### config.mk
export PLATFORM = sky130hd
export DESIGN_NAME = iwd_core
export DESIGN_NICKNAME = d
export VERILOG_FILES = /design/src/design/iwd_pkg.sv /design/src/design/iwd_phase.sv /design/src/design/iwd_alu.sv /design/src/design/iwd_core.sv
export SDC_FILE = /design/constraint.sdc
export NUM_CORES = 1
export LEC_CHECK = 0
export ABC_AREA = 1
export BUFFER_PORTS_ARGS = -buffer_cell sky130_fd_sc_hd__buf_2
export CELL_PAD_IN_SITES_DETAIL_PLACEMENT = 0
export CELL_PAD_IN_SITES_GLOBAL_PLACEMENT = 1
export CORE_MARGIN = 8
export CORE_UTILIZATION = 38
export DETAILED_ROUTE_END_ITERATION = 16
export GPL_ROUTABILITY_DRIVEN = 0
export PLACE_DENSITY = 0.75
export SLEW_MARGIN = 20
export SYNTH_ARGS = -nofsm -noshare
export SYNTH_HDL_FRONTEND = slang
export SYNTH_SLANG_ARGS = --single-unit
### constraint.sdc
create_clock -name REF_CLK -period 8.07 [get_ports REF_CLK]
set_input_delay 1.614 -clock REF_CLK [delete_from_list [all_inputs] [get_ports REF_CLK]]
set_output_delay 1.614 -clock REF_CLK [all_outputs]
set_load 0.005 [all_outputs]
### src/design/iwd_pkg.sv
// Shared constants, enumerations and carriers for the instruction word decoder
`default_nettype none

package iwd_pkg;

    // Word and field widths
    localparam int INSTR_W = 14;
    localparam int DATA_W = 8;
    localparam int FADDR_W = 7;
    localparam int PC_W = 13;
    localparam int BSEL_W = 3;
    localparam int LIT11_W = 11;

    // Field positions inside the instruction word
    localparam int CLASS_HI = 13;
    localparam int CLASS_LO = 12;
    localparam int DEST_BIT = 7;
    localparam int BSEL_LO = 7;

    // Highest file register address
    localparam logic [6:0] FADDR_LAST = 7'h7F;
    // Address of the first I/O port register, read from its pins
    localparam logic [6:0] FIRST_IO_PORT_ADDR = 7'h05;

    // Values after reset
    localparam logic [12:0] PC_RESET = 13'h0000;
    localparam logic [7:0] W_RESET = 8'h00;
    localparam logic [13:0] NOP_WORD = 14'h0000;

    // Return codes in the low seven bits of the control group
    localparam logic [6:0] RETURN_CODE = 7'h08;
    localparam logic [6:0] RETFIE_CODE = 7'h09;

    // Timing: oscillator periods per instruction cycle, clock period
    localparam int OSC_PER_CYCLE = 4;
    localparam int REF_CLK_PERIOD_NS = 8;
    localparam int CYCLE_TIME_NS = OSC_PER_CYCLE * REF_CLK_PERIOD_NS;
    localparam int STACK_DEPTH = 8;

    // Instruction classes
    typedef enum logic [1:0] {CLS_BYTE, CLS_BIT, CLS_LIT} iwd_class_t;

    // Oscillator phases within one instruction cycle
    typedef enum logic [1:0] {PH_Q1, PH_Q2, PH_Q3, PH_Q4} iwd_phase_t;

    // Data path operations
    typedef enum logic [4:0] {
        ALU_NONE, ALU_ADD, ALU_SUB, ALU_AND, ALU_OR, ALU_XOR, ALU_MOVE, ALU_CLR,
        ALU_COM, ALU_INC, ALU_DEC, ALU_RR, ALU_RL, ALU_SWAP, ALU_BCLR, ALU_BSET,
        ALU_PASSW
    } iwd_alu_op_t;

    // Program flow actions
    typedef enum logic [2:0] {
        CTL_NONE, CTL_GOTO, CTL_CALL, CTL_RET, CTL_RETLW, CTL_SKIPZ, CTL_SKIPBC, CTL_SKIPBS
    } iwd_ctl_t;

    // Status flags: carry, nibble carry, zero
    typedef struct packed {
        logic c;
        logic nibble_carry_flag;
        logic z;
    } iwd_flags_t;

    // Decoded instruction
    typedef struct packed {
        iwd_class_t cls;
        iwd_alu_op_t alu_op;
        iwd_ctl_t ctl;
        logic uses_file;
        logic wr_file;
        logic wr_w;
        logic [6:0] faddr;
        logic [2:0] bsel;
        logic [7:0] lit8;
        logic [10:0] lit11;
    } iwd_dec_t;

endpackage : iwd_pkg

`default_nettype wire

### src/design/iwd_phase.sv
// Four-phase instruction cycle sequencer
`default_nettype none

module iwd_phase (
    input wire logic clk,
    input wire logic rst_n,
    output iwd_pkg::iwd_phase_t phase
);
    import iwd_pkg::*;

    // Phase advances every oscillator period and wraps after the fourth
    always_ff @(posedge clk or negedge rst_n) begin
        if (!rst_n) begin
            phase <= PH_Q1;
        end else begin
            case (phase)
                PH_Q1: phase <= PH_Q2;
                PH_Q2: phase <= PH_Q3;
                PH_Q3: phase <= PH_Q4;
                PH_Q4: phase <= PH_Q1;
                default: phase <= PH_Q1;
            endcase
        end
    end

endmodule : iwd_phase

`default_nettype wire

### src/design/iwd_alu.sv
// Byte data path with flag generation
`default_nettype none

module iwd_alu (
    input wire iwd_pkg::iwd_alu_op_t op,
    input wire logic [7:0] opnd_a,
    input wire logic [7:0] acc,
    input wire logic carry_in,
    input wire logic [2:0] bit_sel,
    output logic [7:0] result,
    output iwd_pkg::iwd_flags_t flags,
    output iwd_pkg::iwd_flags_t upd
);
    import iwd_pkg::*;

    logic [8:0] sum9; // Byte sum with carry out
    logic [4:0] nib5; // Low nibble sum with nibble carry
    logic [7:0] bmask; // One-hot mask of the selected bit

    // Subtraction adds the complement so carry means no borrow
    always_comb begin
        sum9 = 9'h000;
        nib5 = 5'h00;
        bmask = 8'h01 << bit_sel;
        result = acc;
        flags.c = carry_in;
        flags.nibble_carry_flag = 1'b0;
        upd = 3'b000;
        case (op)
            ALU_ADD: begin
                sum9 = {1'b0, opnd_a} + {1'b0, acc};
                nib5 = {1'b0, opnd_a[3:0]} + {1'b0, acc[3:0]};
                result = sum9[7:0];
                upd = 3'b111;
            end
            ALU_SUB: begin
                sum9 = {1'b0, opnd_a} + {1'b0, ~acc} + 9'h001;
                nib5 = {1'b0, opnd_a[3:0]} + {1'b0, ~acc[3:0]} + 5'h01;
                result = sum9[7:0];
                upd = 3'b111;
            end
            ALU_AND: begin result = opnd_a & acc; upd.z = 1'b1; end
            ALU_OR: begin result = opnd_a | acc; upd.z = 1'b1; end
            ALU_XOR: begin result = opnd_a ^ acc; upd.z = 1'b1; end
            ALU_MOVE: begin result = opnd_a; upd.z = 1'b1; end
            ALU_CLR: begin result = 8'h00; upd.z = 1'b1; end
            ALU_COM: begin result = ~opnd_a; upd.z = 1'b1; end
            ALU_INC: begin result = opnd_a + 8'h01; upd.z = 1'b1; end
            ALU_DEC: begin result = opnd_a - 8'h01; upd.z = 1'b1; end
            ALU_RR: begin
                result = {carry_in, opnd_a[7:1]};
                flags.c = opnd_a[0];
                upd.c = 1'b1;
            end
            ALU_RL: begin
                result = {opnd_a[6:0], carry_in};
                flags.c = opnd_a[7];
                upd.c = 1'b1;
            end
            ALU_SWAP: result = {opnd_a[3:0], opnd_a[7:4]};
            ALU_BCLR: result = opnd_a & ~bmask;
            ALU_BSET: result = opnd_a | bmask;
            ALU_PASSW: result = acc;
            default: result = acc;
        endcase
        if (op == ALU_ADD || op == ALU_SUB) begin
            flags.c = sum9[8];
            flags.nibble_carry_flag = nib5[4];
        end
        flags.z = (result == 8'h00);
    end

endmodule : iwd_alu

`default_nettype wire

### src/design/iwd_core.sv
// Instruction word decoder and executor for the 8-bit core
`default_nettype none

module iwd_core #(
    parameter int STACK_DEPTH = iwd_pkg::STACK_DEPTH
) (
    input wire logic REF_CLK,
    input wire logic RSTN,
    input wire logic [iwd_pkg::INSTR_W-1:0] INSTR_WORD,
    input wire logic [iwd_pkg::DATA_W-1:0] FILE_RDATA,
    input wire logic [iwd_pkg::DATA_W-1:0] PORT_PINS,
    output logic [iwd_pkg::PC_W-1:0] PROG_ADDR,
    output logic [iwd_pkg::FADDR_W-1:0] FILE_ADDR,
    output logic FILE_RD,
    output logic FILE_WR,
    output logic [iwd_pkg::DATA_W-1:0] FILE_WDATA,
    output logic PORT_READ,
    output logic [iwd_pkg::DATA_W-1:0] ACCUM,
    output iwd_pkg::iwd_flags_t FLAGS,
    output logic NOP_CYCLE
);
    import iwd_pkg::*;

    localparam int SP_W = $clog2(STACK_DEPTH);

    iwd_phase_t ph; // Current oscillator phase
    logic [INSTR_W-1:0] ir_ff; // Instruction under execution
    logic [DATA_W-1:0] opnd_ff; // Value read from file or pins
    logic [PC_W-1:0] pc_ff; // Program counter
    logic [DATA_W-1:0] w_ff; // Accumulator
    iwd_flags_t flg_ff; // Status flags
    logic nop_ff; // Current cycle is a forced NOP
    logic rd_ff; // File read strobe
    logic wr_ff; // File write strobe
    logic [DATA_W-1:0] wdata_ff; // File write data
    logic [FADDR_W-1:0] faddr_ff; // File address driven out
    logic port_rd_ff; // First port is being read
    logic [SP_W-1:0] sp_ff; // Return stack pointer
    logic [PC_W-1:0] stk_mem [STACK_DEPTH]; // Return address stack
    iwd_dec_t dec; // Decoded fields of ir_ff
    logic [DATA_W-1:0] alu_a; // Data path operand
    logic [DATA_W-1:0] alu_res; // Data path result
    iwd_flags_t alu_flg; // Flags from the data path
    iwd_flags_t alu_upd; // Which flags the operation changes
    logic skip_take; // Conditional test is true
    logic two_cycle; // Instruction needs a second NOP cycle
    logic [PC_W-1:0] pc_inc; // Address of next word
    logic [PC_W-1:0] nxt_pc; // Program counter after this cycle

    iwd_phase u_phase (
        .clk(REF_CLK),
        .rst_n(RSTN),
        .phase(ph)
    );

    // Literal operations act on the literal, the rest on the read value
    assign alu_a = (dec.cls == CLS_LIT) ? dec.lit8 : opnd_ff;

    iwd_alu u_alu (
        .op(dec.alu_op),
        .opnd_a(alu_a),
        .acc(w_ff),
        .carry_in(flg_ff.c),
        .bit_sel(dec.bsel),
        .result(alu_res),
        .flags(alu_flg),
        .upd(alu_upd)
    );

    // Decoder: class from the top two bits, operands from the rest
    always_comb begin
        dec = '0;
        dec.faddr = ir_ff[FADDR_W-1:0];
        dec.bsel = ir_ff[BSEL_LO +: BSEL_W];
        dec.lit8 = ir_ff[DATA_W-1:0];
        dec.lit11 = ir_ff[LIT11_W-1:0];
        dec.cls = CLS_LIT;
        dec.alu_op = ALU_NONE;
        dec.ctl = CTL_NONE;
        case (ir_ff[CLASS_HI:CLASS_LO])
            2'b00: begin
                dec.cls = CLS_BYTE;
                case (ir_ff[11:8])
                    4'h0: begin
                        if (ir_ff[DEST_BIT]) begin
                            dec.alu_op = ALU_PASSW;
                            dec.uses_file = 1'b1;
                            dec.wr_file = 1'b1;
                        end else begin
                            // control group; unknown codes run as NOP
                            dec.cls = CLS_LIT;
                            if (ir_ff[6:0] == RETURN_CODE || ir_ff[6:0] == RETFIE_CODE) begin
                                dec.ctl = CTL_RET;
                            end
                        end
                    end
                    4'h1: begin
                        // low bits of accumulator clear are ignored
                        dec.alu_op = ALU_CLR;
                        dec.uses_file = ir_ff[DEST_BIT];
                        dec.wr_file = ir_ff[DEST_BIT];
                        dec.wr_w = ~ir_ff[DEST_BIT];
                    end
                    default: begin
                        case (ir_ff[11:8])
                            4'h2: dec.alu_op = ALU_SUB;
                            4'h3: dec.alu_op = ALU_DEC;
                            4'h4: dec.alu_op = ALU_OR;
                            4'h5: dec.alu_op = ALU_AND;
                            4'h6: dec.alu_op = ALU_XOR;
                            4'h7: dec.alu_op = ALU_ADD;
                            4'h8: dec.alu_op = ALU_MOVE;
                            4'h9: dec.alu_op = ALU_COM;
                            4'hA: dec.alu_op = ALU_INC;
                            4'hB: dec.alu_op = ALU_DEC;
                            4'hC: dec.alu_op = ALU_RR;
                            4'hD: dec.alu_op = ALU_RL;
                            4'hE: dec.alu_op = ALU_SWAP;
                            default: dec.alu_op = ALU_INC;
                        endcase
                        if (ir_ff[11:8] == 4'hB || ir_ff[11:8] == 4'hF) begin
                            dec.ctl = CTL_SKIPZ;
                        end
                        dec.uses_file = 1'b1;
                        dec.wr_file = ir_ff[DEST_BIT];
                        dec.wr_w = ~ir_ff[DEST_BIT];
                    end
                endcase
            end
            2'b01: begin
                dec.cls = CLS_BIT;
                dec.uses_file = 1'b1;
                case (ir_ff[11:10])
                    2'b00: begin dec.alu_op = ALU_BCLR; dec.wr_file = 1'b1; end
                    2'b01: begin dec.alu_op = ALU_BSET; dec.wr_file = 1'b1; end
                    2'b10: dec.ctl = CTL_SKIPBC;
                    default: dec.ctl = CTL_SKIPBS;
                endcase
            end
            2'b10: dec.ctl = ir_ff[11] ? CTL_GOTO : CTL_CALL;
            default: begin
                casez (ir_ff[11:8])
                    4'b00??: begin dec.alu_op = ALU_MOVE; dec.wr_w = 1'b1; end
                    4'b01??: dec.ctl = CTL_RETLW;
                    4'b1000: begin dec.alu_op = ALU_OR; dec.wr_w = 1'b1; end
                    4'b1001: begin dec.alu_op = ALU_AND; dec.wr_w = 1'b1; end
                    4'b1010: begin dec.alu_op = ALU_XOR; dec.wr_w = 1'b1; end
                    4'b110?: begin dec.alu_op = ALU_SUB; dec.wr_w = 1'b1; end
                    4'b111?: begin dec.alu_op = ALU_ADD; dec.wr_w = 1'b1; end
                    default: dec.alu_op = ALU_NONE;
                endcase
            end
        endcase
    end

    // Skip and flow decisions, taken in the fourth phase
    always_comb begin
        pc_inc = PC_W'(pc_ff + 13'h0001);
        skip_take = 1'b0;
        case (dec.ctl)
            CTL_SKIPZ: skip_take = (alu_res == 8'h00);
            CTL_SKIPBC: skip_take = ~opnd_ff[dec.bsel];
            CTL_SKIPBS: skip_take = opnd_ff[dec.bsel];
            default: skip_take = 1'b0;
        endcase
        two_cycle = skip_take || (dec.ctl inside {CTL_GOTO, CTL_CALL, CTL_RET, CTL_RETLW});
        case (dec.ctl)
            // eleven-bit target within the current page
            CTL_GOTO, CTL_CALL: nxt_pc = {pc_ff[PC_W-1:LIT11_W], dec.lit11};
            CTL_RET, CTL_RETLW: nxt_pc = stk_mem[SP_W'(sp_ff - 1'b1)];
            default: nxt_pc = skip_take ? PC_W'(pc_ff + 13'h0002) : pc_inc;
        endcase
    end

    // Instruction capture; a forced NOP cycle discards the fetched word
    always_ff @(posedge REF_CLK or negedge RSTN) begin
        if (!RSTN) begin
            ir_ff <= NOP_WORD;
        end else if (ph == PH_Q1) begin
            ir_ff <= nop_ff ? NOP_WORD : INSTR_WORD;
        end
    end

    // File read in the second and third phases, even for write-only forms
    always_ff @(posedge REF_CLK or negedge RSTN) begin
        if (!RSTN) begin
            rd_ff <= 1'b0;
            faddr_ff <= 7'h00;
            port_rd_ff <= 1'b0;
            opnd_ff <= 8'h00;
        end else if (ph == PH_Q2) begin
            rd_ff <= dec.uses_file;
            faddr_ff <= dec.faddr;
            port_rd_ff <= dec.uses_file && (dec.faddr == FIRST_IO_PORT_ADDR);
        end else if (ph == PH_Q3) begin
            rd_ff <= 1'b0;
            port_rd_ff <= 1'b0;
            // pins rather than the output latch
            opnd_ff <= port_rd_ff ? PORT_PINS : FILE_RDATA;
        end
    end

    // Result write-back, accumulator and flags in the fourth phase
    always_ff @(posedge REF_CLK or negedge RSTN) begin
        if (!RSTN) begin
            wr_ff <= 1'b0;
            wdata_ff <= 8'h00;
            w_ff <= W_RESET;
            flg_ff <= '0;
        end else if (ph == PH_Q4) begin
            wr_ff <= dec.wr_file;
            wdata_ff <= alu_res;
            if (dec.wr_w) begin
                w_ff <= alu_res;
            end else if (dec.ctl == CTL_RETLW) begin
                w_ff <= dec.lit8;
            end
            // Only the flags that the operation names are replaced
            flg_ff <= iwd_flags_t'((alu_flg & alu_upd) | (flg_ff & ~alu_upd));
        end else begin
            wr_ff <= 1'b0;
        end
    end

    // Program counter, NOP cycle marker and stack pointer
    always_ff @(posedge REF_CLK or negedge RSTN) begin
        if (!RSTN) begin
            pc_ff <= PC_RESET;
            nop_ff <= 1'b0;
            sp_ff <= '0;
        end else if (ph == PH_Q4) begin
            if (nop_ff) begin
                nop_ff <= 1'b0;
            end else begin
                nop_ff <= two_cycle;
                pc_ff <= nxt_pc;
                if (dec.ctl == CTL_CALL) begin
                    sp_ff <= SP_W'(sp_ff + 1'b1);
                end else if (dec.ctl inside {CTL_RET, CTL_RETLW}) begin
                    sp_ff <= SP_W'(sp_ff - 1'b1);
                end
            end
        end
    end

    // Return stack storage; needs no reset, the pointer guards it
    always_ff @(posedge REF_CLK) begin
        if (ph == PH_Q4 && !nop_ff && dec.ctl == CTL_CALL) begin
            stk_mem[sp_ff] <= pc_inc;
        end
    end

    assign PROG_ADDR = pc_ff;
    assign FILE_ADDR = faddr_ff;
    assign FILE_RD = rd_ff;
    assign FILE_WR = wr_ff;
    assign FILE_WDATA = wdata_ff;
    assign PORT_READ = port_rd_ff;
    assign ACCUM = w_ff;
    assign FLAGS = flg_ff;
    assign NOP_CYCLE = nop_ff;

    chk_word_capture: assert property (@(posedge REF_CLK) disable iff (!RSTN)
        ph == PH_Q1 && !nop_ff |=> ir_ff == $past(INSTR_WORD))
        else $error("instruction word not captured");
    chk_class_sort: assert property (@(posedge REF_CLK) disable iff (!RSTN)
        (ir_ff[13:12] == 2'b01) == (dec.cls == CLS_BIT))
        else $error("bit class mis-sorted");
    chk_dest_w: assert property (@(posedge REF_CLK) disable iff (!RSTN)
        ph == PH_Q4 && dec.cls == CLS_BYTE && dec.uses_file && !ir_ff[7]
        |=> !FILE_WR && ACCUM == $past(alu_res))
        else $error("d=0 result not in accumulator");
    chk_file_addr: assert property (@(posedge REF_CLK) disable iff (!RSTN)
        $rose(FILE_RD) |-> FILE_ADDR == ir_ff[6:0] && FILE_ADDR <= FADDR_LAST)
        else $error("file address mismatch");
    chk_bit_only: assert property (@(posedge REF_CLK) disable iff (!RSTN)
        FILE_WR && dec.cls == CLS_BIT |-> (FILE_WDATA ^ opnd_ff) == (8'h01 << dec.bsel) ||
        FILE_WDATA == opnd_ff)
        else $error("bit op changed other bits");
    chk_goto_target: assert property (@(posedge REF_CLK) disable iff (!RSTN)
        ph == PH_Q4 && !nop_ff && dec.ctl == CTL_GOTO |=> PROG_ADDR[10:0] == $past(ir_ff[10:0]))
        else $error("jump target wrong");
    chk_cycle_len: assert property (@(posedge REF_CLK) disable iff (!RSTN)
        ph == PH_Q1 |=> ph == PH_Q2 ##1 ph == PH_Q3 ##1 ph == PH_Q4 ##1 ph == PH_Q1)
        else $error("cycle is not four periods");
    chk_nop_cycle: assert property (@(posedge REF_CLK) disable iff (!RSTN)
        ph == PH_Q4 && !nop_ff && two_cycle |=> NOP_CYCLE ##2 !FILE_RD ##2 !FILE_WR)
        else $error("two-cycle NOP missing");
    chk_read_first: assert property (@(posedge REF_CLK) disable iff (!RSTN)
        ph == PH_Q2 && dec.uses_file |=> FILE_RD ##1 ph == PH_Q4 && !FILE_WR)
        else $error("file operand not read");
    chk_port_clear: assert property (@(posedge REF_CLK) disable iff (!RSTN)
        ph == PH_Q2 && ir_ff[13:7] == 7'h03 && ir_ff[6:0] == FIRST_IO_PORT_ADDR |=> PORT_READ)
        else $error("port clear did not read port");
    chk_dont_care: assert property (@(posedge REF_CLK) disable iff (!RSTN)
        ir_ff[13:7] == 7'h00 && ir_ff[4:0] == 5'h00 |-> dec.ctl == CTL_NONE && !dec.wr_w &&
        !dec.wr_file)
        else $error("don't-care bits changed decode");
    chk_acc_timing: assert property (@(posedge REF_CLK) disable iff (!RSTN)
        $changed(ACCUM) |-> $past(ph) == PH_Q4)
        else $error("accumulator changed outside write phase");
    chk_pin_read: assert property (@(posedge REF_CLK) disable iff (!RSTN)
        ph == PH_Q3 && port_rd_ff |=> opnd_ff == $past(PORT_PINS))
        else $error("port read not from pins");
    chk_add_lit: assert property (@(posedge REF_CLK) disable iff (!RSTN)
        ph == PH_Q4 && dec.cls == CLS_LIT && dec.alu_op == ALU_ADD
        |=> ACCUM == 8'($past(w_ff) + $past(ir_ff[7:0])) && FLAGS.z == (ACCUM == 8'h00))
        else $error("add literal wrong");

endmodule : iwd_core

`default_nettype wire

Word level (Yosys, flattened, before mapping)
Memory sizes are Yosys's and may differ from the RTL's.
Index checks and enable logic that the tools add are counted.
- flip-flop bits (word level): 70
- RAM bits: 104
- bits in read-only memories: 64
- input port bits: 32
- output and inout port bits: 43
- memories kept: 2
- add/sub/neg operators: 12
- magnitude comparators: 1
- eq/ne operators: 41
- shifts and indexed selects: 1
- muxes and demuxes: 51
- bitwise logic cells: 18
- reduce and logical (&&, ||, !) cells: 31
- memory list (name ; depth ; width ; rd ports ; clocked after Yosys merged registers in ; wr ports ; line ; RTL):
    stk_mem ; 8 ; 13 ; 1 ; 0 ; 1 ; iwd_core.sv:39 ; logic [PC_W-1:0] stk_mem [STACK_DEPTH];
    (name not given) ; 16 ; 4 ; 1 ; 0 ; 0 ; iwd_core.sv:105 ; case (ir_ff[11:8])
- operators with widths (cell ; count):
    $pmux 8 s15 ; 1
    $eq 5x4->1 const B ; 8
    $mux 8 ; 4
    $pmux 13 s2 ; 1
    $not 8->8 ; 3
    $eq 4x4->1 const B ; 5
    $eq 5x3->1 const B ; 4
    $pmux 5 s2 ; 2
    $add 8x8->9 ; 2
    $eq 3x3->1 const B ; 6
    $pmux 3 s6 ; 1
    $pmux 9 s2 ; 1
    $and 8x8->8 ; 2
    $or 8x8->8 ; 2
    $pmux 5 s3 ; 1
    $eq 7x4->1 const B ; 2
    $mux 1 ; 14
    $mux 14 ; 1
    $mux 2 ; 7
    $add 13x1->13 const B ; 1
    $add 13x2->13 const B ; 1
    $mux 13 ; 1
    $mux 3 ; 4
    $pmux 2 s2 ; 3
    45 further kinds ; 78

Depth between registers and ports, before layout
Gate-level depths: netlist of the first run.
- depth in word-level cells: 12
- gate-level depth with buffers: 37
- mapped depth without buffers: 35

Modules after synthesis
From an unflattened synthesis of the first run, not the netlist that was laid out.
- cell total of the unflattened synthesis: 1380
- area, all modules: 10774.1 um^2
- modules (own cells, without submodules) (module ; times used ; cells an instance ; area each (um^2) ; seq. area each (um^2)):
    iwd_core ; 1 ; 907 ; 8411.8 ; 4824.6
    iwd_alu ; 1 ; 464 ; 2268.4 ; 0.0
    iwd_phase ; 1 ; 9 ; 93.8 ; 50.0

Worst setup path after synthesis of the first run
OpenSTA, ideal clock, no wires.
- kind: register to register
- start: reg ir_ff[9]
- end: reg pc_ff[8] (netlist: PROG_ADDR[8])
- library setup time: 0.073 ns
- arrival: 4.278 ns
- path slack: 3.719 ns
- cell stages (with the launch flop): 32
- period minus slack after synthesis: 4.351 ns
- cells stage by stage: dfrtp_1 -> buf_2 -> clkinv_1 -> ha_1 -> o21ai_0 -> nand2_1 -> nand2_1 -> nand3_4 -> nor2_8 -> nand2_1 -> inv_1 -> ha_1 -> a21oi_1 -> nor3_1 -> a211oi_1 -> nand2_1 -> a21boi_1 -> nand2_1 -> nand2_1 -> nor2_1 -> nor2_1 -> nand2_1 -> nand2_1 -> nand2_1 -> nor2_4 -> nand3_4 -> nand2_4 -> buf_6 -> nand2_1 -> nand2_1 -> nand2_1 -> a21oi_2
- cells in the longest elaborated chain, start to end: 12
- elaborated cells between the ends (all ways): 66
- those cells by class: 5 x add/sub; 31 x eq/ne; 1 x shift; 15 x mux; 8 x bitwise; 5 x reduce/logical; 1 x memory
- RTL lines (item ; line ; RTL):
    start, declared ; iwd_core.sv:27 ; logic [INSTR_W-1:0] ir_ff;
    start signal, assigned ; iwd_core.sv:180 ; ir_ff <= nop_ff ? NOP_WORD : INSTR_WORD;
    $logic_not 4->1 ; iwd_core.sv:83 ; case (ir_ff[11:8])
    $mux 2 ; iwd_core.sv:83 ;
    $pmux 2 s2 ; iwd_core.sv:80 ; case (ir_ff[CLASS_HI:CLASS_LO])
    $eq 2x2->1 ; iwd_core.sv:57 ; assign alu_a = (dec.cls == CLS_LIT) ? dec.lit8 : opnd_ff;
    $mux 8 ; iwd_core.sv:57 ;
    $add 8x8->9 ; iwd_alu.sv:37 ; sum9 = {1'b0, opnd_a} + {1'b0, ~acc} + 9'h001;
    $add 9x1->9 ; iwd_alu.sv:37 ;
    $pmux 8 s15 ; iwd_alu.sv:29 ; case (op)
    $logic_not 8->1 ; iwd_core.sv:161 ; CTL_SKIPZ: skip_take = (alu_res == 8'h00);
    $pmux 1 s3 ; iwd_core.sv:160 ; case (dec.ctl)
    $mux 13 ; iwd_core.sv:171 ; default: nxt_pc = skip_take ? PC_W'(pc_ff + 13'h0002) : pc_inc;
    $pmux 13 s2 (*) ; iwd_core.sv:167 ; case (dec.ctl)
    end signal, assigned ; iwd_core.sv:236 ; pc_ff <= nxt_pc;
    end, declared ; iwd_core.sv:29 ; logic [PC_W-1:0] pc_ff;
Every way passes the cells marked *; elsewhere a longest branch is shown, timed or not. The select of a mux whose other input is x is not followed.
A chain may end at the register's enable or synchronous reset.

Final worst setup path of the first run
- start: reg ir_ff[9]
- end: reg pc_ff[5] (netlist: PROG_ADDR[5])
Same word-level chain as after synthesis.

==> metrics.yaml, run 1 <==
final_layout:
  drive_gt1_frac: 0.142
  num-fill-cells: 2896
  insertedDiodeCount: 0
  syn_to_final_growth_pct: 13.2
  multi_input_area_mm2: 0.00533
  final-seq-area_mm2: 0.00487
  nets: 1462
placement:
  port-buffer-count: 74
  pre_cts_ws_ns: 2.69
  hpwl_um: 24700
floorplanning:
  core_mm2: 0.0284
  row_count: 62
  fp.dieArea_mm2: 0.0342
  boundaryPins: 75
  start_util: 0.382
  die_width_um: 185
  die_y_um: 185
logic_synthesis:
  synth_top_family_by_area: "simple AND/OR/NAND/NOR gates"
  syn-num-nets: 1400
  ys_warn_count: 0
  syn_area_mm2: 0.0108
  synth_seq_cells: 174
  synth_compound_area_frac: 0.138
  synth_edf_count: 104
  yosys.area.top_type: "edfxtp_1"
  synth_fa_ha_area_frac: 0.0494
  synth-seq-area-share: 0.450
  synth.area.top_cells: "edfxtp_1, dfrtp_1, nand2_1"
  synth_cell_types: 52
  ys.flop_type: "edfxtp_1"
  avgSynthCellArea_um2: 8.17
  synth.top_cell.area_share: 0.288
  synthMuxAreaShare: 0.00104
  async_reset_ff_frac: 0.402
  yosys.area_share.simple: 0.280
  yosys.area_share.xor_xnor: 0.0210
  syn_inst: 1327
global_route:
  grt_pass1_wl_um: 53400
  grt_overflow: 0
  antenna_found_initial: 0
  grt_max_degree: 71
  grt_usage: 0.204
  grt_pass1_vias: 8840
routing:
  wl_per_cell_um: 19.6
  drc_errors: 0
  drt_iter0_drc: 806
  routed_wl_um: 34900
  vias_per_cell: 5.37
  dr.pass1.iters: 6
  drtAntennaViolNets: 0
  vias: 9589
cts:
  clock_latency_ns: 0.44
  numCtsBuffers: 17
  root_buffer: "clkbuf_16"
  ctsResizeCount: 0
  cts_num_sinks: 174
  path_clk_slew_ns: 0.07
  htreeDepth: 4
  cts_buffer_depth: 2
  postCtsSetupBuffers: 0
  cts_tree: "yes"
  hold_buffers: 0
timing:
  hold_viol: 0
  rsz0062_at_grt: "no"
  slew_violations: 0
  max_freq_mhz: 181
  setup_viol: 0
  hold_slack_ns: 0.485
  relSlewSlack: 0.280
  fin_crit_sh: 0.683
  period_minus_slack_ns: 5.51
  worst_slack_ns: 2.56
  tightest_slew_ns: 1.07
  clock_skew_ns: 0.0233
  fin_tns_setup_ns: 0
critical_path:
  path_common_cell: "nor2_1"
  end_kind: "flip-flop"
  crit_required_ns: 8.43
  crit_type: "flip-flop to flip-flop"
  crit_path_top_delay_cell: "dfrtp_1"
  cp_data_arrival_time_ns: 5.87
  cp_max_fo: 13
  crit_path_start_kind: "flip-flop"
  crit_path_max_incr_delay_ns: 0.57
power:
  power_density_mw_per_mm2: 412
  p_leak_uw: 0.00535
  vdd_ir_drop_max_mv: 0.192
flow_run:
  max-cap-violations: 0
min_path:
  holdCritPathClass: "flip-flop to flip-flop"
run_status:
  status: "finished clean"
registers in the layout, summed over array words and instances, names as in the netlist, 2 cells and up, named ones only:
name / cells
ACCUM: 8
opnd_ff: 8
FILE_ADDR: 7
u_phase.phase: 2
sp_ff: 3
FILE_WDATA: 8
ir_ff: 14
stk_mem: 104
PROG_ADDR: 13
synthesized netlist by cell type (2+ instances only):
master	instances
inv_1	101
edfxtp_1	104
nand2_8	3
o22ai_1	20
a221o_1	16
xor2_1	23
o2111ai_1	2
o21ai_0	64
o32ai_1	3
nor2_4	8
xnor2_1	3
or2_2	3
nand2_1	347
nor2_2	7
buf_4	4
nor3_1	11
buf_1	6
a21boi_1	2
clkinv_1	4
o21ai_1	7
a31oi_1	2
nand3_1	106
nand4_1	16
o31ai_1	5
a21o_1	2
nand3_4	2
dfrtp_1	70
buf_6	3
o221ai_1	2
o21a_1	2
nor2_1	136
a21oi_1	97
o21ai_2	7
ha_1	38
inv_2	12
a21oi_2	2
nand3_2	2
fa_1	3
nand2_4	8
a211oi_1	12
buf_2	4
nand2_2	11
clkbuf_1	31
nand3b_1	8
cells by family (layout without fill, tap and decap cells):
| family | count (synthesis) | after routing |
|---|---|---|
| AOI/OAI and AO/OA | 248 | 248 |
| buffers and inverters | 166 | 241 |
| and+or+nand+nor | 671 | 671 |
| DFF | 174 | 174 |
| muxes | 1 | 1 |
| xor gates and xnor gates | 26 | 26 |
| adders and majority gates | 41 | 41 |
power by group:
part           total [uW]  switching, uW  internal (uW)
sequential           1390            204           1180
combinational        2780           1930            855
clock                 892            409            483
final timing paths:
path                          startpoint                         end  slack (ns)  depth (start not counted)
setup / recovery                ir_ff[9]                PROG_ADDR[5]        2.56                         27
hold / removal             FILE_WDATA[4]               FILE_WDATA[4]        0.49                          2
setup reg to reg                ir_ff[9]                PROG_ADDR[5]        2.56                         27
hold reg to reg            FILE_WDATA[4]               FILE_WDATA[4]        0.49                          2
max in group asynchronous           RSTN                    sp_ff[2]        6.11                          1
min in group asynchronous           RSTN  asynchronous set/reset pin        1.33                          1
metal layers:
metal	global-route usage	vias up	wire length [um]
li1	-	4617	-
met1	0.284	4584	16100
met2	0.326	344	16100
met3	0.0257	44	1950
met4	0.0602	0	756
met5	0	-	0
final cells by class:
type	count	area share
tap	384	0.0392
clock buffer	18	0.0350
clock inverter	14	0.0174
inverter	118	0.0363
multi-input combinational	987	0.434
sequential	174	0.397
timing repair buffer	91	0.0408
cells in the final DEF, fill, tap and decap left out, types with 3 or more instances in the layout:
cell type    n
nand2_1    347
buf_4       18
inv_1      101
clkinv_1     4
nor2_2       8
or2_2        3
nand3b_1     8
ha_1        38
a211oi_1    12
nand4_1     16
nor3_1       7
clkbuf_16   17
nand3_1    106
inv_8        6
o32ai_1      3
fa_1         3
xnor2_1      3
o21ai_0     64
xor2_1      23
nor3_2       4
o21ai_1      7
o31ai_1      5
o21ai_2      7
a21oi_1     96
clkinv_8     4
nor2_4       8
nand2_8      3
o22ai_1     20
edfxtp_1   104
nand2_2     11
buf_2       73
a221o_1     16
nor2_1     135
dfrtp_1     70
a21oi_2      3
inv_2       12
nand2_4      8
metrics by stage:
step,power (uW),instance area [um2],util,instances
2_1_floorplan,3280,10800,-,1327
3_3_place_gp,4140,11600,0.409,1754
3_5_place_dp,4150,11600,0.409,1754
4_1_cts,5050,12300,0.432,1786
5_1_grt,5410,12300,0.432,1786
6_report,5060,12300,0.432,1786
critical path: cells and delay by family (launching register included):
| family | cells | cell delay [ns] |
|---|---|---|
| flops | 1 | 0.57 |
| buf+inv | 2 | 0.66 |
| simple gates | 18 | 2.47 |
| compound gates | 5 | 0.99 |
| fa+ha+maj | 2 | 0.73 |
Power figures use the tool's default switching activity.
==> run 2: changes to the inputs <==
--- a/config.mk
+++ b/config.mk
@@ -5,7 +5,7 @@
 export SDC_FILE = /design/constraint.sdc
 export NUM_CORES = 1
 export LEC_CHECK = 0
-export ABC_AREA = 1
+export ABC_AREA = 0
 export BUFFER_PORTS_ARGS = -buffer_cell sky130_fd_sc_hd__buf_2
 export CELL_PAD_IN_SITES_DETAIL_PLACEMENT = 0
 export CELL_PAD_IN_SITES_GLOBAL_PLACEMENT = 1
==> constraint.sdc (replaced) <==
create_clock -name REF_CLK -period 4.6 [get_ports REF_CLK]
set_input_delay 0.92 -clock REF_CLK [delete_from_list [all_inputs] [get_ports REF_CLK]]
set_output_delay 0.92 -clock REF_CLK [all_outputs]
set_load 0.005 [all_outputs]
==> metrics.yaml, run 2 <==
final_layout:
  final-seq-area_mm2: 0.00488  # was 0.00487 mm2
  top_register: "stk_mem"  # unchanged
  syn_to_final_growth_pct: 23.7  # was 13.2%
  fin_cells: 1578  # was 1,786
  insertedDiodeCount: 0  # unchanged
  most-common-layout-cells: "buf_4, edfxtp_1, nor2_1"  # was nand2_1, nor2_1, nand3_1
  num-fill-cells: 2557  # was 2,896
  multi_input_area_mm2: 0.00555  # was 0.00533 mm2
  largest_reg_flops: 104  # unchanged
  drive_gt1_frac: 0.333  # was 0.142
  final_common_cell: "buf_4"  # was nand2_1
  nets: 1260  # was 1,462
logic_synthesis:
  syn_area_mm2: 0.0108  # about the same
  ys_warn_count: 0  # unchanged
  syn-num-nets: 1065  # was 1,400
  synth_edf_count: 104  # unchanged
  syn_inst: 992  # was 1,327
  async_reset_ff_frac: 0.402  # unchanged
  yosysMostFrequentCell: "edfxtp_1"  # was nand2_1
  ys.flop_type: "edfxtp_1"  # unchanged
  synth.top_cell.area_share: 0.290  # was 0.288
  synth.area.top_cells: "edfxtp_1, dfrtp_1, mux4_2"  # was edfxtp_1, dfrtp_1, nand2_1
  synth-seq-area-share: 0.453  # was 0.450
  synth_seq_cells: 174  # unchanged
  yosys.area.top_type: "edfxtp_1"  # unchanged
  synth_cell_types: 102  # was 52
  avgSynthCellArea_um2: 10.8  # was 8.17 um2
  synth.top_cells.by_count: "edfxtp_1, nor2_1, dfrtp_1, a21oi_1, nand2_1"  # was nand2_1, nor2_1, nand3_1, edfxtp_1, inv_1
routing:
  vias: 9218  # was 9,589
  wl_met2_um: 17100  # was 16,100 um
  top_layer: "met4"  # unchanged
  drtAntennaViolNets: 0  # unchanged
  dr.pass1.iters: 5  # was 6
  wl_per_cell_um: 22.2  # was 19.6 um
  drt_iter0_drc: 1065  # was 806
  wl_met3_um: 2330  # was 1950 um
  drt-met1-wl_um: 14300  # was 16,100 um
  routed_wl_um: 35100  # was 34,900 um
  vias_per_cell: 5.84  # was 5.37
  drc_errors: 0  # unchanged
floorplanning:
  core_mm2: 0.0279  # was 0.0284 mm2
  die_width_um: 184  # was 185 um
  die_y_um: 184  # was 185 um
  start_util: 0.386  # was 0.382
  fp.dieArea_mm2: 0.0340  # was 0.0342 mm2
  boundaryPins: 75  # unchanged
  row_count: 61  # was 62
timing:
  slew_violations: 0  # unchanged
  clock_skew_ns: 0.0151  # was 0.0233 ns
  relSlewSlack: 0.378  # was 0.280
  fin_crit_sh: 1.08  # was 0.683
  hold_viol: 0  # unchanged
  setup_viol: 14  # was 0
  fin_tns_setup_ns: -4.78  # was 0 ns
  rsz0062_at_grt: "yes"  # was no
  tightest_slew_ns: 0.933  # was 1.07 ns
  worst_slack_ns: -0.390  # was 2.56 ns
  max_freq_mhz: 200  # was 181 MHz
  period_minus_slack_ns: 4.99  # was 5.51 ns
run_status:
  violations: "setup timing"
  status: "complete, but fails checks"  # was finished clean
global_route:
  grt_pass1_vias: 9200  # was 8,840
  grt_max_degree: 71  # unchanged
  antenna_found_initial: 0  # unchanged
  grt_overflow: 0  # unchanged
  grt_usage: 0.208  # was 0.204
  grt_pass1_wl_um: 54500  # was 53,400 um
critical_path:
  ff2ff_path_depth: 21  # was 27
  crit_path_start_kind: "flip-flop"  # unchanged
  cp_data_arrival_time_ns: 5.30  # was 5.87 ns
  crit_type: "flip-flop to flip-flop"  # unchanged
  cp_max_fo: 6  # was 13
  end_kind: "flip-flop"  # unchanged
  crit_required_ns: 4.91  # was 8.43 ns
cts:
  root_buffer: "clkbuf_16"  # unchanged
  cts_buffer_depth: 2  # unchanged
  numCtsBuffers: 17  # unchanged
  cts_tree: "yes"  # unchanged
  cts_num_sinks: 174  # unchanged
  path_clk_slew_ns: 0.07  # about the same
  clock_latency_ns: 0.43  # was 0.44 ns
  htreeDepth: 4  # unchanged
power:
  p_leak_uw: 0.00525  # was 0.00535 uW
  power_density_mw_per_mm2: 620  # was 412 mW/mm2
  vdd_ir_drop_max_mv: 0.300  # was 0.192 mV
min_path:
  holdCritPathClass: "flip-flop to flip-flop"  # unchanged
  hold_depth: 2  # unchanged
placement:
  post-place-cells: 1538  # was 1,754
  port-buffer-count: 74  # unchanged
  hpwl_um: 26000  # was 24,700 um
flow_run:
  max-cap-violations: 0  # unchanged
==> run 2: layer usage <==
layer,up-vias,GRT usage
met5,-,0
met4,0,0.0849
met3,87,0.0319
met2,426,0.350
met1,4533,0.263
li1,4172,-
==> run 2: repair_timing <==
item | in CTS | in global routing
resized for setup | 17 | 10
setup endpoints to repair | 14 | 19
buffers inserted | 6 | 2
pin swaps | 7 | 5
hold buffers | 0 | 0
==> run 2: cell families (layout without fill, tap and decap cells) <==
group,after synthesis,count (layout),share of synthesized area
compound gates,271,271,0.179
xor+xnor,29,29,0.0236
fa+ha+maj,41,41,0.0498
buf+inv,102,310,0.0450
flops,174,174,0.453
mux,77,77,0.108
simple gates,298,298,0.142
==> run 2: final timing paths <==
kind                           start           end  slack [ns]
max in group asynchronous       RSTN      sp_ff[0]        3.32
min in group asynchronous       RSTN  FILE_ADDR[0]        0.63
max reg2reg                 ir_ff[8]  PROG_ADDR[4]       -0.39
max                         ir_ff[8]  PROG_ADDR[4]       -0.39
min reg2reg                flip-flop     flip-flop        0.51
min                        flip-flop     flip-flop        0.51
==> run 2: layout make-up <==
| class | instances | area share |
|---|---|---|
| inverter | 39 | 0.0119 |
| multi-input combinational | 716 | 0.417 |
| timing repair buffer | 239 | 0.125 |
| clock inverter | 14 | 0.0111 |
| tap | 378 | 0.0355 |
| clock buffer | 18 | 0.0330 |
| sequential | 174 | 0.367 |
==> run 2: report_power, final <==
part / leakage, uW / switching [uW] / internal [uW] / total [uW]
clock network: 0.000286 / 682 / 738 / 1420
registers: 0.00175 / 294 / 2010 / 2310
logic: 0.00321 / 2480 / 2050 / 4530
==> run 2: critical path, cell delays in order (launching register included) <==
cell and delay, ns:
dfrtp_2 0.46, inv_8 0.09, ha_4 0.14, or3b_4 0.41, o21a_4 0.21, o21a_1 0.12
or3_4 0.40, nor2_4 0.17, ha_4 0.23, nor2b_4 0.12, o21a_1 0.18, or3_4 0.34
nand3_2 0.07, nor3_2 0.04, a2111o_1 0.43, a2111oi_4 0.28, o22ai_1 0.13, nor4_2 0.18
a41o_2 0.32, nand3_2 0.12, a21o_1 0.19, a211o_1 0.24
==> run 2: through the flow <==
step | instance area [um2] | total power (uW) | setup slack (ns) | hold slack (ns) | utilization
floorplan | 10800 | 4870 | -0.492 | 0.473 | -
global placement | 12600 | 6650 | -0.462 | 0.479 | 0.451
detailed placement | 12600 | 6680 | -0.514 | 0.480 | 0.451
CTS | 13300 | 8200 | -0.331 | 0.511 | 0.476
global route | 13300 | 8700 | -0.675 | 0.529 | 0.478
finish | 13300 | 8260 | -0.390 | 0.507 | 0.478
==> run 3: changes to the inputs <==
--- a/config.mk
+++ b/config.mk
@@ -6,6 +6,7 @@
 export NUM_CORES = 1
 export LEC_CHECK = 0
 export ABC_AREA = 0
+export ABC_CLOCK_PERIOD_IN_PS = 4600
 export BUFFER_PORTS_ARGS = -buffer_cell sky130_fd_sc_hd__buf_2
 export CELL_PAD_IN_SITES_DETAIL_PLACEMENT = 0
 export CELL_PAD_IN_SITES_GLOBAL_PLACEMENT = 1
@@ -18,3 +19,4 @@
 export SYNTH_ARGS = -nofsm -noshare
 export SYNTH_HDL_FRONTEND = slang
 export SYNTH_SLANG_ARGS = --single-unit
+export TNS_END_PERCENT = 10
==> metrics.yaml, run 3 (synthesis gave the netlist of run 2 again) <==
flow_run:
  max-cap-violations: 0  # unchanged
timing:
  relSlewSlack: 0.349  # was 0.378
  hold_viol: 0  # unchanged
  clock_skew_ns: 0.0133  # was 0.0151 ns
  max_freq_mhz: 197  # was 200 MHz
  setup_viol: 14  # unchanged
  worst_slack_ns: -0.486  # was -0.390 ns
  fin_crit_sh: 1.11  # was 1.08
  slew_violations: 0  # unchanged
  period_minus_slack_ns: 5.09  # was 4.99 ns
  rsz0062_at_grt: "yes"  # unchanged
  hold_slack_ns: 0.504  # was 0.507 ns
  tightest_slew_ns: 0.968  # was 0.933 ns
power:
  clockPowerShare: 0.185  # was 0.172
  power.switching_uw: 3470  # was 3460 uW
  swShare: 0.422  # was 0.419
  seqPwrFrac: 0.281  # was 0.279
  vdd_ir_drop_max_mv: 0.330  # was 0.300 mV
  internal_power_uw: 4760  # was 4800 uW
  power_density_mw_per_mm2: 625  # was 620 mW/mm2
  pwr-share-comb: 0.534  # was 0.549
  p_leak_uw: 0.00520  # was 0.00525 uW
floorplanning:
  row_count: 61  # unchanged
  core_mm2: 0.0279  # unchanged
  boundaryPins: 75  # unchanged
  die_width_um: 184  # unchanged
  die_y_um: 184  # unchanged
  fp.dieArea_mm2: 0.0340  # unchanged
  start_util: 0.386  # unchanged
final_layout:
  syn_to_final_growth_pct: 22.3  # was 23.7%
  design_area_mm2: 0.0132  # was 0.0133 mm2
  drive_gt1_frac: 0.317  # was 0.333
  largest_reg_flops: 104  # unchanged
  insertedDiodeCount: 0  # unchanged
  most-common-layout-cells: "buf_4, edfxtp_1, nor2_1"  # unchanged
  top_register: "stk_mem"  # unchanged
  final_common_cell: "buf_4"  # unchanged
  nets: 1251  # was 1,260
critical_path:
  crit_path_start_kind: "flip-flop"  # unchanged
  r2r_start: "ir_ff[9]"  # was ir_ff[8]
  cp_max_fo: 9  # was 6
  crit_required_ns: 4.92  # was 4.91 ns
  ff2ff_path_depth: 21  # unchanged
  cp_data_arrival_time_ns: 5.41  # was 5.30 ns
  startpoint: "ir_ff[9]"  # was ir_ff[8]
  crit_type: "flip-flop to flip-flop"  # unchanged
  r2r_slack_ns: -0.49  # was -0.39 ns
  end_kind: "flip-flop"  # unchanged
  timing.rr.end: "PROG_ADDR[3]"  # was PROG_ADDR[4]
  crit_end: "PROG_ADDR[3]"  # was PROG_ADDR[4]
placement:
  place_area_mm2: 0.0125  # was 0.0126 mm2
  port-buffer-count: 74  # unchanged
  hpwl_um: 26100  # was 26,000 um
routing:
  routed_wl_um: 35200  # was 35,100 um
  vias_per_cell: 5.86  # was 5.84
  drt_iter0_drc: 1113  # was 1,065
  drc_errors: 0  # unchanged
  drtAntennaViolNets: 0  # unchanged
  vias: 9196  # was 9,218
  dr.pass1.iters: 5  # unchanged
  wl_per_cell_um: 22.4  # was 22.2 um
global_route:
  grt_pass1_wl_um: 54900  # was 54,500 um
  grt_max_degree: 71  # unchanged
  antenna_found_initial: 1  # was 0
  grt_pass1_vias: 9213  # was 9,200
  grt_usage: 0.210  # was 0.208
  grt_overflow: 0  # unchanged
cts:
  cts_tree: "yes"  # unchanged
  path_clk_slew_ns: 0.08  # was 0.07 ns
  htreeDepth: 4  # unchanged
  clock_latency_ns: 0.44  # was 0.43 ns
  hold_buffers: 0  # unchanged
  cts_num_sinks: 174  # unchanged
  numCtsBuffers: 17  # unchanged
  root_buffer: "clkbuf_16"  # unchanged
  cts_buffer_depth: 2  # unchanged
run_status:
  status: "complete, but fails checks"  # unchanged
  violations: "setup timing"  # unchanged
min_path:
  holdCritPathClass: "flip-flop to flip-flop"  # unchanged
==> run 3: cell types whose count changed in the layout (fill, tap and decap cells not counted), sizes merged <==
cell      delta
buf          -9
inv          +2
clkbuf       -1
bufinv       +1
clkinvlp     -1
clkinv       -1
==> run 3: power groups by stage <==
stage	Combinational, uW	Sequential (uW)	Clock, uW
6_report	4400	2310	1520
5_1_grt	4740	2330	1610
4_1_cts	4360	2300	1550
3_5_place_dp	4290	2330	0
3_3_place_gp	4270	2330	0
2_1_floorplan	2630	2220	0
==> run 3: worst min-delay path by stage <==
stage,from,to,slack [ns],depth (start not counted)
after floorplan,flip-flop,flip-flop,0.47,2
after global placement,flip-flop,flip-flop,0.48,2
after detailed placement,FILE_WDATA[6],FILE_WDATA[6],0.49,1
after CTS,FILE_WDATA[0],FILE_WDATA[0],0.51,1
after global routing,FILE_ADDR[4],FILE_ADDR[4],0.52,1
final,FILE_WDATA[0],FILE_WDATA[0],0.50,1
==> run 3: metrics by stage <==
stage	TNS, ns	setup WS (ns)	util	instances	total power [uW]
2_1_floorplan	-7.33	-0.608	-	992	4850
3_3_place_gp	-6.62	-0.575	0.447	1536	6590
3_5_place_dp	-7.01	-0.605	0.447	1536	6620
4_1_cts	-4.60	-0.423	0.471	1568	8200
5_1_grt	-8.48	-0.695	0.472	1569	8690
6_report	-5.51	-0.486	0.472	1569	8230
==> run 3: critical path, stage by stage, from the launching register on <==
cell	delay, ns
dfrtp_1	0.42
inv_2	0.11
ha_1	0.17
inv_1	0.04
mux4_2	0.47
o21a_1	0.20
or3_4	0.39
nor2_4	0.15
ha_1	0.26
nor2b_2	0.17
o21a_1	0.18
or3_1	0.33
nand3_1	0.10
nor3_1	0.05
a2111o_1	0.43
a2111oi_4	0.24
o22ai_1	0.14
nor4_2	0.19
a41o_2	0.31
and2_4	0.22
nor2_1	0.07
a311o_1	0.33
==> run 3: cell type report <==
class | count | area [um2]
inverters | 39 | 149
clock inverters | 15 | 203
fillers | 2568 | 14700
flip-flops and latches | 174 | 4880
well taps | 378 | 473
repair buffers | 230 | 1560
clock buffers | 17 | 425
multi-input cells | 716 | 5480
==> run 3: layer usage <==
metal  GRT usage  part of all wire  vias up
met5           0           0.00031        -
met4      0.0942             0.044        2
met3      0.0360             0.066       94
met2       0.344              0.48      400
met1       0.270              0.42     4538
li1            -                 -     4162
==> run 3: what timing repair did <==
| item | CTS | global route |
|---|---|---|
| pin swaps | 5 | 3 |
| resized for setup | 8 | 7 |
| endpoints found under the setup margin | 14 | 18 |
| setup buffers | 0 | 1 |
